### src/logic/cpdrc_pkg.sv
// package: crossbar configuration host constants, register map and pin carrier
package cpdrc_pkg;

   // ----------------------------------------------------------------
   // device geometry
   // ----------------------------------------------------------------
   localparam int        NUM_OUTPUTS   = 34;
   localparam logic [5:0] IDX_BROADCAST = 6'h3f;
   localparam logic [5:0] IDX_LAST      = 6'h21;
   localparam logic [5:0] ROUTE_DISABLE = 6'h3f;
   localparam logic [3:0] LEVEL_RESET   = 4'h7;
   localparam int        SYNC_DEPTH    = 3;

   // ----------------------------------------------------------------
   // timing: least times in ns, counts rounded up, never below one cycle
   // ----------------------------------------------------------------
   localparam int CLK_MHZ       = 10;
   localparam int STROBE_NS     = 10;
   localparam int RESET_NS      = 10;
   localparam int RD_ACCESS_NS  = 30;
   localparam int STROBE_CYC    = ((STROBE_NS * CLK_MHZ + 999) / 1000 < 1) ? 1 : (STROBE_NS * CLK_MHZ + 999) / 1000;
   localparam int RESET_CYC     = ((RESET_NS * CLK_MHZ + 999) / 1000 < 1) ? 1 : (RESET_NS * CLK_MHZ + 999) / 1000;
   localparam int RD_CYC        = (((RD_ACCESS_NS * CLK_MHZ + 999) / 1000 < 1) ? 1 :
                                   (RD_ACCESS_NS * CLK_MHZ + 999) / 1000) + SYNC_DEPTH;

   // ----------------------------------------------------------------
   // register map (byte addresses)
   // ----------------------------------------------------------------
   localparam logic [7:0] OFS_CMD    = 8'h00;
   localparam logic [7:0] OFS_STATUS = 8'h04;
   // command word fields
   localparam int CMD_DATA_LSB  = 0;
   localparam int CMD_IDX_LSB   = 8;
   localparam int CMD_BANK_BIT  = 14;
   localparam int CMD_OP_LSB    = 16;
   // status word fields
   localparam int STS_BUSY_BIT  = 0;
   localparam int STS_ERR_BIT   = 1;
   localparam int STS_READY_BIT = 2;
   localparam int STS_RB_LSB    = 8;

   typedef enum logic [2:0] {
      OP_STAGE  = 3'b000,
      OP_UPDATE = 3'b001,
      OP_READ   = 3'b010,
      OP_RESET  = 3'b011,
      OP_TRANSP = 3'b100
   } cpdrc_op_e;

   typedef enum logic [1:0] {
      ST_IDLE   = 2'b00,
      ST_SETUP  = 2'b01,
      ST_STROBE = 2'b10,
      ST_HOLD   = 2'b11
   } cpdrc_state_e;

   // pins driven toward the device; data_oe_n low while the host drives data
   typedef struct packed {
      logic       bank_select_bit;
      logic [5:0] port_index_bits;
      logic [5:0] data_o;
      logic       data_oe_n;
      logic       stage_write_n;
      logic       update_n;
      logic       readback_enable_n;
      logic       chip_sel_n;
      logic       reset_n;
   } cpdrc_pins_s;

endpackage

### src/logic/cpdrc_host.sv
// host controller: APB register slave that sequences the crossbar control pins
//
// Our own choices: the APB interface to the registers and the register addresses.
`timescale 1ns/1ps
// ----------------------------------------------------------------
// Functional notes
// device keeps 34 dual-rank six-bit rows
// write enable stores data into first rank
// outputs follow second rank only
// update copies all first rows at once
// readback drives second-rank word onto data
// readback overrides first-rank writing
// chip select high ignores all but reset
// reset disables all outputs immediately
// level code resets to 0111, 2mA steps
// bank bit low routing, high current
// index 0..33 single, 63 broadcast
// routing data 63 disables the output
// index and data 63 disable everything
// current bank uses low four bits
// host returns write strobe high afterward
// host releases data bus during readback
// host pulses reset after power-up
// program all outputs before first update; host lets broadcast write plus update through on either bank
// control inputs are level-sensitive
// reset also clears first rank
// write plus update passes straight through
// no readback on broadcast index
// reserved index writes change nothing
// ----------------------------------------------------------------
module cpdrc_host
   import cpdrc_pkg::*;
(
   input  wire logic        CLK,
   input  wire logic        NRST,
   input  wire logic        PSEL,
   input  wire logic        PENABLE,
   input  wire logic        PWRITE,
   input  wire logic [7:0]  PADDR,
   input  wire logic [31:0] PWDATA,
   output logic      [31:0] PRDATA,
   output logic             PREADY,
   output logic             PSLVERR,
   output cpdrc_pins_s      DEV_CTRL,
   input  wire logic [5:0]  DEV_DATA_I
);

   cpdrc_state_e state;
   cpdrc_op_e    op;
   logic [5:0]   idx;
   logic [5:0]   data;
   logic         bank;
   logic [3:0]   cnt;
   logic         pwr_rst;
   logic         err;
   logic [5:0]   rb_data;
   logic [NUM_OUTPUTS-1:0] routed;
   logic [5:0]   sync1;
   logic [5:0]   sync2;
   logic [5:0]   sync3;

   // ----------------------------------------------------------------
   // APB slave: zero wait states, unmapped offsets answer with an error
   // ----------------------------------------------------------------
   logic       acc;
   logic       wr_cmd;
   logic       wr_sts;
   logic       mapped;
   cpdrc_op_e  new_op;
   logic [5:0] new_idx;
   logic       new_bank;
   logic       idx_ok;
   logic       cmd_ok;
   logic       all_routed;
   logic [31:0] rd_mux;

   assign acc        = PSEL & PENABLE;
   assign mapped     = (PADDR == OFS_CMD) || (PADDR == OFS_STATUS);
   assign wr_cmd     = acc & PWRITE & (PADDR == OFS_CMD);
   assign wr_sts     = acc & PWRITE & (PADDR == OFS_STATUS);
   assign PREADY     = 1'b1;
   assign PSLVERR    = acc & ~mapped;
   assign all_routed = &routed;
   assign new_op     = cpdrc_op_e'(PWDATA[CMD_OP_LSB +: 3]);
   assign new_idx    = PWDATA[CMD_IDX_LSB +: 6];
   assign new_bank   = PWDATA[CMD_BANK_BIT];
   assign idx_ok     = (new_idx <= IDX_LAST) || (new_idx == IDX_BROADCAST);

   always_comb begin
      rd_mux = 32'h0000_0000;
      if (PADDR == OFS_CMD) begin
         rd_mux[CMD_DATA_LSB +: 6] = data;
         rd_mux[CMD_IDX_LSB +: 6]  = idx;
         rd_mux[CMD_BANK_BIT]      = bank;
         rd_mux[CMD_OP_LSB +: 3]   = op;
      end else if (PADDR == OFS_STATUS) begin
         rd_mux[STS_BUSY_BIT]      = (state != ST_IDLE) | pwr_rst;
         rd_mux[STS_ERR_BIT]       = err;
         rd_mux[STS_READY_BIT]     = all_routed;
         rd_mux[STS_RB_LSB +: 6]   = rb_data;
      end
   end

   // captured in the setup cycle: read data leaves a flip-flop yet needs no wait state
   always_ff @(posedge CLK) begin
      if (!NRST) begin
         PRDATA <= 32'h0000_0000;
      end else if (PSEL && !PENABLE) begin
         PRDATA <= rd_mux;
      end
   end

   // refuse commands the device must not see
   always_comb begin
      case (new_op)
         OP_STAGE:  cmd_ok = idx_ok;
         OP_UPDATE: cmd_ok = all_routed;
         OP_READ:   cmd_ok = idx_ok && (new_idx != IDX_BROADCAST);
         OP_RESET:  cmd_ok = 1'b1;
         OP_TRANSP: cmd_ok = idx_ok && (all_routed || new_idx == IDX_BROADCAST);
         default:   cmd_ok = 1'b0;
      endcase
   end

   logic start;
   assign start = wr_cmd && cmd_ok && (state == ST_IDLE) && !pwr_rst;

   // ----------------------------------------------------------------
   // sticky error: an event in the clearing cycle still sets it
   // ----------------------------------------------------------------
   always_ff @(posedge CLK) begin
      if (!NRST) begin
         err <= 1'b0;
      end else if (wr_cmd && !start) begin
         err <= 1'b1;
      end else if (wr_sts && PWDATA[STS_ERR_BIT]) begin
         err <= 1'b0;
      end
   end

   // ----------------------------------------------------------------
   // readback data synchroniser
   // ----------------------------------------------------------------
   always_ff @(posedge CLK) begin
      if (!NRST) begin
         sync1 <= 6'h00;
         sync2 <= 6'h00;
         sync3 <= 6'h00;
      end else begin
         sync1 <= DEV_DATA_I;
         sync2 <= sync1;
         sync3 <= sync2;
      end
   end

   // ----------------------------------------------------------------
   // pin sequencer: setup, level strobe, hold with chip select kept low, except a device reset, which keeps chip select high
   // ----------------------------------------------------------------
   always_ff @(posedge CLK) begin
      if (!NRST) begin
         state   <= ST_IDLE;
         op      <= OP_RESET;
         idx     <= 6'h00;
         data    <= 6'h00;
         bank    <= 1'b0;
         cnt     <= 4'h0;
         pwr_rst <= 1'b1;
         rb_data <= 6'h00;
      end else begin
         case (state)
            ST_IDLE: begin
               if (pwr_rst) begin
                  op      <= OP_RESET;
                  pwr_rst <= 1'b0;
                  state   <= ST_SETUP;
               end else if (start) begin
                  op    <= new_op;
                  idx   <= new_idx;
                  bank  <= new_bank;
                  data  <= new_bank ? {2'b00, PWDATA[CMD_DATA_LSB +: 4]}
                                    : PWDATA[CMD_DATA_LSB +: 6];
                  state <= ST_SETUP;
               end
            end
            ST_SETUP: begin
               cnt   <= 4'h0;
               state <= ST_STROBE;
            end
            ST_STROBE: begin
               cnt <= cnt + 4'h1;
               if (op == OP_READ) begin
                  if (cnt >= 4'(RD_CYC - 1) && sync2 == sync3) begin
                     rb_data <= sync3;
                     state   <= ST_HOLD;
                  end
               end else if (op == OP_RESET) begin
                  if (cnt >= 4'(RESET_CYC - 1)) begin
                     state <= ST_HOLD;
                  end
               end else if (cnt >= 4'(STROBE_CYC - 1)) begin
                  state <= ST_HOLD;
               end
            end
            ST_HOLD: begin
               state <= ST_IDLE;
            end
            default: begin
               state <= ST_IDLE;
            end
         endcase
      end
   end

   // track which outputs hold a routing word since the last device reset
   always_ff @(posedge CLK) begin
      if (!NRST) begin
         routed <= '0;
      end else if (state == ST_HOLD && op == OP_RESET) begin
         routed <= '0;
      end else if (state == ST_HOLD && !bank && (op == OP_STAGE || op == OP_TRANSP)) begin
         if (idx == IDX_BROADCAST) begin
            routed <= '1;
         end else begin
            routed[idx] <= 1'b1;
         end
      end
   end

   // ----------------------------------------------------------------
   // device pins from flip-flops
   // ----------------------------------------------------------------
   logic busy_pin;
   logic strobing;
   assign busy_pin = (state == ST_SETUP) || (state == ST_STROBE) || (state == ST_HOLD);
   assign strobing = (state == ST_STROBE);

   always_ff @(posedge CLK) begin
      if (!NRST) begin
         DEV_CTRL <= '{bank_select_bit: 1'b0, port_index_bits: 6'h00, data_o: 6'h00, data_oe_n: 1'b1,
                       stage_write_n: 1'b1, update_n: 1'b1, readback_enable_n: 1'b1,
                       chip_sel_n: 1'b1, reset_n: 1'b1};
      end else begin
         DEV_CTRL.bank_select_bit   <= bank;
         DEV_CTRL.port_index_bits   <= idx;
         DEV_CTRL.data_o            <= data;
         DEV_CTRL.data_oe_n         <= !(busy_pin && (op == OP_STAGE || op == OP_TRANSP));
         DEV_CTRL.chip_sel_n        <= !(busy_pin && op != OP_RESET);
         DEV_CTRL.stage_write_n     <= !(strobing && (op == OP_STAGE || op == OP_TRANSP));
         DEV_CTRL.update_n          <= !(strobing && (op == OP_UPDATE || op == OP_TRANSP));
         DEV_CTRL.readback_enable_n <= !(strobing && op == OP_READ);
         DEV_CTRL.reset_n           <= !(strobing && op == OP_RESET);
      end
   end

   // ----------------------------------------------------------------
   // assertions
   // ----------------------------------------------------------------
   property p_we_release;
      @(posedge CLK) disable iff (!NRST)
      !DEV_CTRL.stage_write_n |-> ##[1:4] DEV_CTRL.stage_write_n;
   endproperty
   a_we_release: assert property (p_we_release) else $error("write strobe held low too long");

   property p_bus_release;
      @(posedge CLK) disable iff (!NRST)
      !DEV_CTRL.readback_enable_n |-> DEV_CTRL.data_oe_n && $past(DEV_CTRL.data_oe_n);
   endproperty
   a_bus_release: assert property (p_bus_release) else $error("data bus driven during readback");

   property p_power_reset;
      @(posedge CLK)
      $rose(NRST) |-> ##[1:4] !DEV_CTRL.reset_n;
   endproperty
   a_power_reset: assert property (p_power_reset) else $error("no device reset after power-up");

   property p_update_ready;
      @(posedge CLK) disable iff (!NRST)
      $fell(DEV_CTRL.update_n) && DEV_CTRL.stage_write_n |-> all_routed;
   endproperty
   a_update_ready: assert property (p_update_ready) else $error("update before all outputs routed");

   property p_no_bcast_read;
      @(posedge CLK) disable iff (!NRST)
      !DEV_CTRL.readback_enable_n |-> DEV_CTRL.port_index_bits != IDX_BROADCAST && !DEV_CTRL.chip_sel_n;
   endproperty
   a_no_bcast_read: assert property (p_no_bcast_read) else $error("broadcast readback issued");

   c_stage:  cover property (@(posedge CLK) disable iff (!NRST) $fell(DEV_CTRL.stage_write_n));
   c_update: cover property (@(posedge CLK) disable iff (!NRST) $fell(DEV_CTRL.update_n));
   c_read:   cover property (@(posedge CLK) disable iff (!NRST) $rose(DEV_CTRL.readback_enable_n));
   c_error:  cover property (@(posedge CLK) disable iff (!NRST) $rose(err));

endmodule

### config.mk
export PLATFORM = sky130hd
export DESIGN_NAME = cpdrc_host
export DESIGN_NICKNAME = d
export VERILOG_FILES = /design/src/logic/cpdrc_pkg.sv /design/src/logic/cpdrc_host.sv
export SDC_FILE = /design/constraint.sdc
export NUM_CORES = 1
export LEC_CHECK = 0
export BUFFER_PORTS_ARGS = -buffer_cell sky130_fd_sc_hd__buf_2
export CAP_MARGIN = 20
export CORE_UTILIZATION = 58
export CTS_CLUSTER_DIAMETER = 60
export DETAILED_ROUTE_END_ITERATION = 12
export PLACE_DENSITY = 0.93
export SKIP_CTS_REPAIR_TIMING = 1
export SLEW_MARGIN = 10
export SYNTH_ARGS = -nofsm -noshare
export SYNTH_HDL_FRONTEND = slang
export SYNTH_SLANG_ARGS = --single-unit
### constraint.sdc
create_clock -name CLK -period 4.4 [get_ports CLK]
set_input_delay 0.88 -clock CLK [delete_from_list [all_inputs] [get_ports CLK]]
set_output_delay 0.88 -clock CLK [all_outputs]
set_load 0.01 [all_outputs]
==> metrics.yaml <==
place_ws_ns: 1.36
critPathBufInv: 2
die_height_um: 91.6
leakage_uw: 0.00239
fin_skew_ns: 0.00943
layout_commonest_cell: "dfxtp_1"
dr.pass1.iters: 8
antenna_found_initial: 0
ir_drop_mv: 0.285
grt_pass1_wl_um: 18300
clk_path_buf_depth: 2
hold_path_depth: 1
drc: 0
fmax_ghz: 0.326
grt-ovfl-total: 0
path_cells: "buf_2 > or4_4 > or2_1 > and3_1 > buf_2"
maxCapViolations: 0
start_util_pct: 60.2
outcome: "complete, no violations"
wirelength_um: 11300
drt-initial-drc-count: 348
grt_max_degree: 57
r2r_cells: 7
power_density_mw_per_mm2: 471
cp-startpoint: "PADDR[5]"
synth_ff_type: "dfxtp_1"
syn_inst: 526
cts_tree: "done"
cts_htree_levels: 4
antenna_left: 0
critical_path.max_fanout: 5
syn_area_per_cell_um2: 8.85
routedWlPerCell_um: 16.2
fin_crit_ns: 3.06
slowest_delay_ns: 0.55
rsz0062_at_grt: "false"
die_width_um: 91.6
most-common-layout-cells: "117 x dfxtp_1, 72 x nor2_1, 70 x buf_2"
async_flop_share_pct: 0
io_pins: 104
rows: 32
core_mm2: 0.00773
setup_violations: 0
crit_path_start_kind: "input pin"
dieArea_mm2: 0.00839
relSlewSlack_pct: 34.3
final_max_slew_viol_count: 0
cp.required_ns: 3.52
crit_arrival_ns: 2.18
vias: 4047
cts_inserted_buffers: 17
antenna_cells: 0
areaGrowthSynthToFinish_pct: 18.1
cts_root_buf: "clkbuf_8"
hp-class: "register to register"
hold_violations: 0
syn_area_mm2: 0.00466
clk_pin_slew_ns: 0.06
finish.net_count: 640
worst-setup-path-type: "input pin to output port"
routabilityCongestion: 0.843
cp_common_cell: "buf_2"
critical_path_depth: 5
ys_types: 49
grt_pass1_vias: 3871
hp-start: "sync1[0]$_SDFF_PN0_"
viasPerCell: 5.78
track_usage_pct: 27.9
cts.sinks: 117
tns_ns: 0
clk_latency_ns: 0.52
port-buffer-count: 70
final_layout_size_suffix_gt1_share_pct: 20.6
path_delay_family: "simple AND/OR/NAND/NOR gates"
crit_slowest_cell: "or4_4"
endpoint_kind: "output port"
period_share_pct: 69.6
worstMarginPinSlew_ns: 0.985
timing.rr.start: "state[0]$_SDFFE_PN0P_"
hpwlAfterDp_um: 7010
synth_seq_cells: 117
setup_slack_ns: 1.34
synth-edff-count: 0
yosysWarnings: 0
yosysSeqAreaShare_pct: 50.3
==> layout make-up <==
type                    count  area [um^2]
clock buffers              18          428
clock inverters            14          118
fillers                   514         2230
inverters                  22         82.6
multi-input cells         354         2020
flip-flops and latches    117         2340
well taps                 102          128
repair buffers             73          380
==> cells in the mapped netlist, types with 2 or more instances <==
library cell,count,area [um^2]
a21oi_1,38,190
a22oi_1,15,113
and2_1,18,113
buf_1,3,11.3
buf_4,17,128
clkbuf_1,25,93.8
conb_1,2,7.51
dfxtp_1,117,2340
ha_1,4,50.1
inv_1,22,82.6
mux2_2,8,90.1
mux2i_1,21,210
nand2_1,50,188
nand2b_1,4,25.0
nand3_1,8,40.0
nand3b_1,3,22.5
nand4_1,13,81.3
nor2_1,72,270
nor3_1,6,30.0
nor3b_1,2,15.0
nor4_1,3,18.8
nor4b_1,2,17.5
o21ai_0,37,185
o21ai_1,2,10.0
o221a_1,2,22.5
or3_1,3,18.8
or3b_2,2,17.5
xnor2_1,5,43.8
xor2_1,2,17.5
==> final timing paths <==
check                                  to  slack [ns]
hold / removal        sync2[0]$_SDFF_PN0_        0.43
setup reg to reg  rb_data[5]$_SDFFE_PN0P_        1.86
hold reg to reg       sync2[0]$_SDFF_PN0_        0.43
setup / recovery                  PSLVERR        1.34
==> where the power goes <==
part,total [uW],switching (uW),internal (uW)
Sequential,1100,17.4,1080
Combinational,231,148,83.3
Clock,1260,539,720
Total,2590,705,1890
==> registers in the layout, indices dropped and copies added (netlist names) <==
name and count:
PRDATA 16, data 6, pwr_rst 1, op 3, sync2 6, rb_data 6, err 1, bank 1
idx 6, state 2, routed 34, sync3 6, DEV_CTRL 19, sync1 6, cnt 4
==> metrics by stage <==
step | utilization [%] | area, um^2 | hold slack [ns] | power, uW | cells
after detailed placement | 63.9 | 4940 | 0.417 | 1330 | 667
after floorplan | - | 4710 | 0.412 | 1290 | 541
after global placement | 63.9 | 4940 | 0.415 | 1310 | 667
final | 71.2 | 5500 | 0.431 | 2590 | 700
after CTS | 71.0 | 5480 | 0.432 | 2580 | 699
after global routing | 71.2 | 5500 | 0.437 | 2660 | 700
==> worst reg2reg max path: stages (launching register included) <==
cell and delay (ns):
dfxtp_1 0.33, inv_1 0.12, ha_1 0.33, inv_1 0.14
nor4b_1 0.72, nand2_1 0.41, mux2i_1 0.27, nor2_1 0.07
==> logic make-up after synthesis <==
logic type	synth area share [%]
AO/OA/AOI/OAI	12.8
XOR/XNOR	1.32
adder cells (fa/ha/maj)	1.08
buffers and inverters	7.63
flip-flops	50.3
multiplexers	6.45
other	0.161
AND/OR/NAND/NOR	20.2
==> layer usage <==
metal,share of wire [%],track usage [%],vias up
met4,4.2,14.7,0
met2,50,47.8,228
met1,39,32.3,1893
li1,-,-,1872
met3,6.8,6.37,54
met5,0,0,-
Power figures use the tool's default switching activity.
